[config.mk]
export PLATFORM = sky130hd
export DESIGN_NAME = eaci_top
export DESIGN_NICKNAME = d
export VERILOG_FILES = /design/src/common/eaci_pkg.sv /design/src/hdl/eaci_top.sv
export VERILOG_INCLUDE_DIRS = /design/src /design/src/common
export SDC_FILE = /design/constraint.sdc
export NUM_CORES = 1
export LEC_CHECK = 0
export BUFFER_PORTS_ARGS = -buffer_cell sky130_fd_sc_hd__buf_2
export CORE_ASPECT_RATIO = 0.75
export CORE_MARGIN = 3
export CORE_UTILIZATION = 30
export CTS_CLUSTER_SIZE = 16
export DETAILED_ROUTE_END_ITERATION = 8
export PLACE_DENSITY_LB_ADDON = 0.12
export SLEW_MARGIN = 20
export SYNTH_ARGS = -nofsm -noshare
export SYNTH_HDL_FRONTEND = slang
export SYNTH_SLANG_ARGS = --single-unit
[constraint.sdc]
create_clock -name clk -period 5.4 [get_ports clk]
set_input_delay 0.54 -clock clk [delete_from_list [all_inputs] [get_ports clk]]
set_output_delay 0.54 -clock clk [all_outputs]
set_load 0.01 [all_outputs]
[src/common/eaci_consts.svh]
`ifndef EACI_CONSTS_SVH
`define EACI_CONSTS_SVH
`define EACI_OFF_CTL1  8'h00
`define EACI_OFF_CTL2  8'h04
`define EACI_OFF_CTL3  8'h08
`define EACI_OFF_STAT  8'h0c
`define EACI_OFF_CPE   8'h10
`define EACI_OFF_ISTS  8'h14
`define EACI_OFF_IMSK  8'h18
`define EACI_RST_CTL1  8'h00
`define EACI_RST_CTL2  8'h7f
`define EACI_RST_CTL3  8'hc0
`define EACI_RST_STAT  8'h7c
`define EACI_WM_CTL1   8'hf8
`define EACI_WM_CTL2   8'h7f
`define EACI_WM_CTL3   8'hf8
`define EACI_WM_STAT   8'hf3
`define EACI_C1_GIE    7
`define EACI_C1_GIEL   6
`define EACI_C1_T0E    5
`define EACI_C1_X0E    4
`define EACI_C1_PCE    3
`define EACI_C2_T0P    2
`define EACI_C2_X3P    1
`define EACI_C2_PCP    0
`define EACI_C3_X2P    7
`define EACI_C3_X1P    6
`define EACI_C3_X3E    5
`define EACI_C3_X2E    4
`define EACI_C3_X1E    3
`define EACI_ST_PLE    7
`define EACI_ST_CM     5
`define EACI_EV_T0     4
`define EACI_EV_PC     5
`define EACI_PRIME     2'h3
`define EACI_T0_MAX8   8'hff
`define EACI_T0_MAX16  16'hffff
`define EACI_STK_DEPTH 4'h8
`define EACI_PC_W      21
`endif

[src/common/eaci_pkg.sv]
package eaci_pkg;
	typedef enum logic [2:0] {
		st_run   = 3'b001,
		st_sleep = 3'b010,
		st_wake  = 3'b100
	} eaci_state_e;
	typedef struct packed {
		logic [7:0] working_register;
		logic [7:0] status;
		logic [7:0] bank_select_register;
	} eaci_ctx_s;
	typedef logic [5:0] eaci_ev_t;
endpackage

[src/hdl/eaci_top.sv]
`timescale 1ns/1ns
`include "eaci_consts.svh"
// How it works
// - Priority enable bit selects two-level or single-level
// - Mismatch reset clears flag; software sets back
// - Timeout and power-down bits read-only, one
// - Edge select picks rising or falling trigger
// - Valid edge sets flag regardless of enable
// - Enabled external sources wake from sleep
// - Wake vectors only with global enable set
// - External one to three follow priority bits
// - External zero is always high priority
// - Timer rollover sets overflow flag, both widths
// - Timer interrupt gated by enable, own priority
// - Port-B upper pin change sets change flag
// - Per-pin change enables, low nibble reads zero
// - Pin enables need port-change enable too
// - Port-change priority follows its own bit
// - Entry pushes return address, saves context
module eaci_top
(
	input  wire logic                   clk,
	input  wire logic                   sys_rst,
	input  wire logic                   psel,
	input  wire logic                   penable,
	input  wire logic                   pwrite,
	input  wire logic [7:0]             paddr,
	input  wire logic [31:0]            pwdata,
	output logic [31:0]                 prdata,
	output logic                        pready,
	output logic                        pslverr,
	input  wire logic [7:0]             port_b_pins,
	input  wire logic [15:0]            timer_zero_count,
	input  wire logic                   timer0_wide_mode,
	input  wire logic                   cfg_mismatch_evt,
	input  wire logic                   watchdog_timeout_evt,
	input  wire logic                   watchdog_clear_evt,
	input  wire logic                   power_down_evt,
	input  wire logic                   core_sleeping,
	input  wire logic                   vector_taken,
	input  wire logic                   vector_is_high,
	input  wire logic                   return_taken,
	input  wire logic                   return_is_high,
	input  wire logic [`EACI_PC_W-1:0]  return_pc,
	input  wire eaci_pkg::eaci_ctx_s    core_ctx,
	output logic                        irq_high,
	output logic                        irq_low,
	output logic                        wake,
	output logic                        wake_vector,
	output eaci_pkg::eaci_ctx_s         fast_ctx,
	output logic [`EACI_PC_W-1:0]       stack_top,
	output logic                        stack_full,
	output logic                        irq
);

	// ****************************************
	// Register bus
	// ****************************************
	logic                  acc;
	logic                  hit;
	logic                  wr;
	logic [7:0]            ctl1;
	logic [7:0]            ctl2;
	logic [7:0]            ctl3;
	logic [7:0]            stat;
	logic                  to_flag;
	logic                  pd_flag;
	logic [3:0]            cpe;
	eaci_pkg::eaci_ev_t    flag;
	eaci_pkg::eaci_ev_t    ists;
	eaci_pkg::eaci_ev_t    imsk;
	logic [7:0]            rd_mux;

	assign acc = psel && penable;
	assign pready = 1'b1;
	assign wr = acc && pwrite && hit;
	assign pslverr = acc && !hit;

	always_comb
	begin
		hit = 1'b1;
		rd_mux = 8'h00;
		case (paddr)
			`EACI_OFF_CTL1: rd_mux = {ctl1[7:3], flag[`EACI_EV_T0],
				flag[0], flag[`EACI_EV_PC]};
			`EACI_OFF_CTL2: rd_mux = ctl2;
			`EACI_OFF_CTL3: rd_mux = {ctl3[7:3], flag[3:1]};
			`EACI_OFF_STAT: rd_mux = {stat[7:4], to_flag, pd_flag,
				stat[1:0]};
			`EACI_OFF_CPE:  rd_mux = {cpe, 4'h0};
			`EACI_OFF_ISTS: rd_mux = {2'h0, ists};
			`EACI_OFF_IMSK: rd_mux = {2'h0, imsk};
			default:        hit = 1'b0;
		endcase
	end

	// Read data is latched in the setup phase, ready in the access phase
	always_ff @(posedge clk or posedge sys_rst)
	begin
		if (sys_rst)
			prdata <= 32'h0000_0000;
		else if (psel && !penable && !pwrite)
			prdata <= {24'h00_0000, rd_mux};
	end

	// ****************************************
	// Control registers
	// ****************************************
	logic wr_c1;
	logic wr_c3;
	logic ple;

	assign wr_c1 = wr && (paddr == `EACI_OFF_CTL1);
	assign wr_c3 = wr && (paddr == `EACI_OFF_CTL3);
	assign ple = stat[`EACI_ST_PLE];

	// Global enables drop on vector entry and return on exit
	always_ff @(posedge clk or posedge sys_rst)
	begin
		if (sys_rst)
			ctl1 <= `EACI_RST_CTL1;
		else if (vector_taken)
		begin
			if (vector_is_high || !ple)
				ctl1[`EACI_C1_GIE] <= 1'b0;
			else
				ctl1[`EACI_C1_GIEL] <= 1'b0;
		end
		else if (return_taken)
		begin
			if (return_is_high || !ple)
				ctl1[`EACI_C1_GIE] <= 1'b1;
			else
				ctl1[`EACI_C1_GIEL] <= 1'b1;
		end
		else if (wr_c1)
			ctl1 <= pwdata[7:0] & `EACI_WM_CTL1;
	end

	always_ff @(posedge clk or posedge sys_rst)
	begin
		if (sys_rst)
			ctl2 <= `EACI_RST_CTL2;
		else if (wr && (paddr == `EACI_OFF_CTL2))
			ctl2 <= pwdata[7:0] & `EACI_WM_CTL2;
	end

	always_ff @(posedge clk or posedge sys_rst)
	begin
		if (sys_rst)
			ctl3 <= `EACI_RST_CTL3;
		else if (wr_c3)
			ctl3 <= pwdata[7:0] & `EACI_WM_CTL3;
	end

	always_ff @(posedge clk or posedge sys_rst)
	begin
		if (sys_rst)
			cpe <= 4'h0;
		else if (wr && (paddr == `EACI_OFF_CPE))
			cpe <= pwdata[7:4];
	end

	// ****************************************
	// Reset-cause status
	// ****************************************
	always_ff @(posedge clk or posedge sys_rst)
	begin
		if (sys_rst)
			stat <= `EACI_RST_STAT;
		else
		begin
			if (wr && (paddr == `EACI_OFF_STAT))
				stat <= pwdata[7:0] & `EACI_WM_STAT;
			if (cfg_mismatch_evt)
				stat[`EACI_ST_CM] <= 1'b0;
		end
	end

	// Bus writes never reach these two bits
	always_ff @(posedge clk or posedge sys_rst)
	begin
		if (sys_rst)
		begin
			to_flag <= 1'b1;
			pd_flag <= 1'b1;
		end
		else
		begin
			if (watchdog_timeout_evt)
				to_flag <= 1'b0;
			else if (watchdog_clear_evt || power_down_evt)
				to_flag <= 1'b1;
			if (power_down_evt)
				pd_flag <= 1'b0;
			else if (watchdog_clear_evt)
				pd_flag <= 1'b1;
		end
	end

	// ****************************************
	// Event detection
	// ****************************************
	logic [7:0]         pin_s1;
	logic [7:0]         pin_s2;
	logic [7:0]         pin_s3;
	logic [1:0]         prime;
	logic               primed;
	logic [3:0]         esel;
	logic [3:0]         ext_ev;
	logic               pc_ev;
	logic [15:0]        t0_prev;
	logic               t0_ovf;
	eaci_pkg::eaci_ev_t ev;

	// Two-flop synchroniser plus one stage of history
	always_ff @(posedge clk or posedge sys_rst)
	begin
		if (sys_rst)
		begin
			pin_s1 <= 8'h00;
			pin_s2 <= 8'h00;
			pin_s3 <= 8'h00;
		end
		else
		begin
			pin_s1 <= port_b_pins;
			pin_s2 <= pin_s1;
			pin_s3 <= pin_s2;
		end
	end

	// Masks the false edge while the history fills after reset
	always_ff @(posedge clk or posedge sys_rst)
	begin
		if (sys_rst)
			prime <= 2'h0;
		else if (!primed)
			prime <= prime + 2'h1;
	end

	assign primed = (prime == `EACI_PRIME);
	assign esel = {ctl2[3], ctl2[4], ctl2[5], ctl2[6]};
	assign ext_ev = (esel & pin_s2[3:0] & ~pin_s3[3:0]) |
		(~esel & ~pin_s2[3:0] & pin_s3[3:0]);
	assign pc_ev = |((pin_s2[7:4] ^ pin_s3[7:4]) & cpe);

	always_ff @(posedge clk or posedge sys_rst)
	begin
		if (sys_rst)
			t0_prev <= 16'h0000;
		else
			t0_prev <= timer_zero_count;
	end

	always_comb
	begin
		if (timer0_wide_mode)
			t0_ovf = (t0_prev == `EACI_T0_MAX16) &&
				(timer_zero_count == 16'h0000);
		else
			t0_ovf = (t0_prev[7:0] == `EACI_T0_MAX8) &&
				(timer_zero_count[7:0] == 8'h00);
	end

	assign ev = {pc_ev && primed, t0_ovf, ext_ev & {4{primed}}};

	// ****************************************
	// Flags and interrupt status
	// ****************************************
	eaci_pkg::eaci_ev_t flag_wm;
	eaci_pkg::eaci_ev_t flag_wd;

	assign flag_wm = {wr_c1, wr_c1, wr_c3, wr_c3, wr_c3, wr_c1};
	assign flag_wd = {pwdata[0], pwdata[2], pwdata[2], pwdata[1],
		pwdata[0], pwdata[1]};

	// A new event wins over a software clear in the same cycle
	always_ff @(posedge clk or posedge sys_rst)
	begin
		if (sys_rst)
			flag <= 6'h00;
		else
			flag <= ev | (flag_wm & flag_wd) | (~flag_wm & flag);
	end

	always_ff @(posedge clk or posedge sys_rst)
	begin
		if (sys_rst)
			ists <= 6'h00;
		else if (wr && (paddr == `EACI_OFF_ISTS))
			ists <= ev | (ists & ~pwdata[5:0]);
		else
			ists <= ev | ists;
	end

	always_ff @(posedge clk or posedge sys_rst)
	begin
		if (sys_rst)
			imsk <= 6'h00;
		else if (wr && (paddr == `EACI_OFF_IMSK))
			imsk <= pwdata[5:0];
	end

	assign irq = |(ists & imsk);

	// ****************************************
	// Priority and requests
	// ****************************************
	eaci_pkg::eaci_ev_t en;
	eaci_pkg::eaci_ev_t pri;
	eaci_pkg::eaci_ev_t act;
	logic               global_interrupt_enable;
	logic               giel;

	assign en = {ctl1[`EACI_C1_PCE], ctl1[`EACI_C1_T0E],
		ctl3[`EACI_C3_X3E], ctl3[`EACI_C3_X2E], ctl3[`EACI_C3_X1E],
		ctl1[`EACI_C1_X0E]};
	assign pri = {ctl2[`EACI_C2_PCP], ctl2[`EACI_C2_T0P],
		ctl2[`EACI_C2_X3P], ctl3[`EACI_C3_X2P],
		ctl3[`EACI_C3_X1P], 1'b1};
	assign act = flag & en;
	assign global_interrupt_enable = ctl1[`EACI_C1_GIE];
	assign giel = ctl1[`EACI_C1_GIEL];

	always_comb
	begin
		if (ple)
		begin
			irq_high = global_interrupt_enable && |(act & pri);
			irq_low = global_interrupt_enable && giel && |(act & ~pri);
		end
		else
		begin
			irq_high = global_interrupt_enable && |act;
			irq_low = 1'b0;
		end
	end

	// ****************************************
	// Wake-up from power-managed mode
	// ****************************************
	eaci_pkg::eaci_state_e state;
	eaci_pkg::eaci_state_e next_state;
	logic [3:0]            wake_en;
	logic                  wake_hit;

	assign wake_hit = |(flag[3:0] & wake_en);

	always_comb
	begin
		next_state = state;
		case (state)
			eaci_pkg::st_run:
				if (core_sleeping)
					next_state = eaci_pkg::st_sleep;
			eaci_pkg::st_sleep:
				if (!core_sleeping)
					next_state = eaci_pkg::st_run;
				else if (wake_hit)
					next_state = eaci_pkg::st_wake;
			eaci_pkg::st_wake:
				next_state = eaci_pkg::st_run;
			default:
				next_state = eaci_pkg::st_run;
		endcase
	end

	always_ff @(posedge clk or posedge sys_rst)
	begin
		if (sys_rst)
			state <= eaci_pkg::st_run;
		else
			state <= next_state;
	end

	// Only enables that stand at sleep entry may wake
	always_ff @(posedge clk or posedge sys_rst)
	begin
		if (sys_rst)
			wake_en <= 4'h0;
		else if (state == eaci_pkg::st_run && core_sleeping)
			wake_en <= en[3:0];
	end

	assign wake = (state == eaci_pkg::st_wake);
	assign wake_vector = wake && global_interrupt_enable;

	// ****************************************
	// Context save
	// ****************************************
	logic [`EACI_PC_W-1:0] stk [0:7];
	logic [3:0]            sp;
	logic                  push;
	logic                  pop;
	logic [3:0]            sp_m2;

	assign stack_full = (sp == `EACI_STK_DEPTH);
	assign push = vector_taken && !stack_full;
	assign pop = return_taken && !vector_taken && (sp != 4'h0);
	assign sp_m2 = sp - 4'h2;

	always_ff @(posedge clk or posedge sys_rst)
	begin
		if (sys_rst)
			sp <= 4'h0;
		else if (push)
			sp <= sp + 4'h1;
		else if (pop)
			sp <= sp - 4'h1;
	end

	always_ff @(posedge clk)
	begin
		if (push)
			stk[sp[2:0]] <= return_pc;
	end

	always_ff @(posedge clk or posedge sys_rst)
	begin
		if (sys_rst)
			stack_top <= '0;
		else if (push)
			stack_top <= return_pc;
		else if (pop)
			stack_top <= (sp >= 4'h2) ? stk[sp_m2[2:0]] : '0;
	end

	always_ff @(posedge clk or posedge sys_rst)
	begin
		if (sys_rst)
			fast_ctx <= '0;
		else if (vector_taken)
			fast_ctx <= core_ctx;
	end
endmodule // eaci_top

==> reports/qor.txt <==
outcome = finished, final reports clean
slew margin rel. = 0.363
core area = 42500 sq um
fmax = 293 MHz
critical path type = reg -> reg
Worst Path Max Fanout = 31
final slew viol count = 0
Max Cap Viol = 0
Synth Flop Type = edfxtp_1
DRC viols = 0
Num CTS Buffers = 36
clk sinks = 321
chip width = 246 microns
die height = 186 microns
Die ar. = 45900 sq um
number of cells upsized or downsized after cts = 0
number of port buffers = 159
crit path to = stk[6][15]
R2R cell count = 5
crit path time final = 3.42 ns
CTS Hold Bufs = 0
final setup vio count = 0
nets = 1093
Clock Latency Late Sink = 0.52 ns
average wire per standard cell = 21.1 microns
synthesized flop and latch total = 321
clock root buffer = clkbuf_16
antenna violations before repair = 1
asr flop ratio synth = 0.477
Post-synth EDFFs = 168
largest net degree at the start of global routing = 59
DR iter-0 viols = 569
first-pass GRT wire length = 49.2 mm
I/O Pins = 209
Setup Fix Bufs, Post-CTS = 0
critical path endpoint category = flop
gr ovfl total = 0
Area Growth Syn to Fin = 19.7%
critical path launch point type = flop
Rows = 65
YS warnings = 0
CTS H-tree lvls = 2
Leakage Power = 0.00609 uW
sequential area share after synthesis = 0.684
TritonRoute pass-1 iters = 5
fraction of layout instances using a drive strength above 1 = 0.376
reg-to-reg startpoint = sp[0]
Place WS = 1.90 ns
reg2reg end = stk[6][15]
cell count after synthesis = 790
clk_skew = 0.0103 ns
R2R Setup Slk = 1.98 ns
DR vias = 7549
Via density = 4.85
vias in the first global route = 7524
Power per Cell Area = 445 nW/um^2
Initial Util = 0.306
ANT cells = 0
clock-pin slew on the worst setup and hold paths = 0.06 ns
CP arrival = 3.61 ns
HP Class = in -> async
Post-Syn Area = 13000 sq um
Fin. Hold Viols = 0
most frequent cells in the layout = edfxtp_1 (168), buf_2 (159), dfrtp_1 (136)
Post-DP HPWL = 20.2 mm
Crit path required time = 5.59 ns
Post-Route Setup TNS = 0 ns
Placer Congestion = 0.752
worst-margin pin slew = 0.951 ns
total power = 6930 uW
clk buf depth = 3
CTS tree = yes
commonest non-fill, non-tap cell in the layout = edfxtp_1
final setup margin = 1.98 ns
CP startpoint = sp[0]
Distinct cells, synth = 71
RSZ-0062 raised after global routing = false
Total Wirelength = 32.8 mm
Peak VDD IR = 0.206 mV
final core utilization = 0.367
post-route clock period utilization = 0.633
Syn Area/Cell = 16.5 sq um
post-detailed-route count of antenna-violating nets = 0
Global Route Usage Sum = 0.142
## worst max-delay path: stages (launching register included)
cell      delay, ns
dfrtp_4        0.80
or4b_1         0.25
and2_4         0.42
clkinv_4       0.41
nor3b_2        0.74
buf_4          0.43
## flip-flops by register name, indices dropped and copies added, names as in the netlist, 5 cells and up
signal,flops
pin_s2,8
t0_prev,16
stk,168
pin_s1,8
ctl2,7
prdata,8
stack_top,21
ists,6
pin_s3,8
ctl3,5
flag,6
imsk,6
ctl1,5
stat,6
fast_ctx,24
## cell type report
class,count,area (sq um)
Fill cell,4024,26900
Timing Repair Buffer,172,893
Sequential cell,321,8900
Clock buffer,55,1100
Clock inverter,11,83.8
Multi-Input combinational cell,420,3830
Tap cell,569,712
Inverter,10,47.5
## layer usage
metal	track usage	wire [microns]	up-vias
met3	0.0295	1780	49
met1	0.221	16400	3917
li1	-	-	3377
met2	0.203	14100	204
met4	0.0336	553	2
met5	0	13	-
## synth_stat cells, drive strengths merged (8+ instances only)
cell | n | share of area
a21oi | 11 | 0.0042
a22oi | 33 | 0.019
a32oi | 21 | 0.014
buf | 48 | 0.024
clkbuf | 14 | 0.0040
dfrtp | 138 | 0.27
dfstp | 15 | 0.030
edfxtp | 168 | 0.39
inv | 9 | 0.0026
mux2 | 60 | 0.052
mux2i | 8 | 0.0062
mux4 | 45 | 0.078
nand2 | 46 | 0.013
nand3 | 10 | 0.0038
nand4 | 9 | 0.0043
nor2 | 26 | 0.0075
nor3b | 10 | 0.0062
## logic make-up (layout without fill, tap and decap cells)
kind of cell	count (synthesis)	in the layout	synth area share
DFF	321	321	0.684
and+or+nand+nor	150	150	0.0643
AOI/OAI and AO/OA	117	117	0.0710
muxes	113	113	0.136
buffers and inverters	72	248	0.0312
adders and majority gates	8	8	0.00828
xor gates and xnor gates	7	7	0.00472
other	2	25	0.000578
## metrics by stage
step | std cells | area (sq um) | hold slack [ns]
3_5_place_dp | 1492 | 14400 | 0.335
6_report | 1558 | 15600 | 0.0892
5_1_grt | 1558 | 15600 | 0.0952
3_3_place_gp | 1492 | 14400 | 0.333
4_1_cts | 1558 | 15600 | 0.0892
2_1_floorplan | 813 | 13100 | 0.331
## where the power goes
group / leakage [uW] / total (uW) / internal [uW] / switching (uW)
clock network: 0.000591 / 2440 / 1460 / 981
registers: 0.00334 / 3130 / 2930 / 200
logic: 0.00216 / 1360 / 610 / 752
## worst min path at each step
stage                    from           to  slack (ns)
4_1_cts        port_b_pins[4]    pin_s1[4]        0.09
2_1_floorplan       pin_s1[0]    pin_s2[0]        0.33
5_1_grt        port_b_pins[5]    pin_s1[5]         0.1
3_3_place_gp        pin_s1[4]    pin_s2[4]        0.33
6_report              sys_rst  fast_ctx[9]        0.09
3_5_place_dp        pin_s1[7]    pin_s2[7]        0.33
Power figures use the tool's default switching activity.
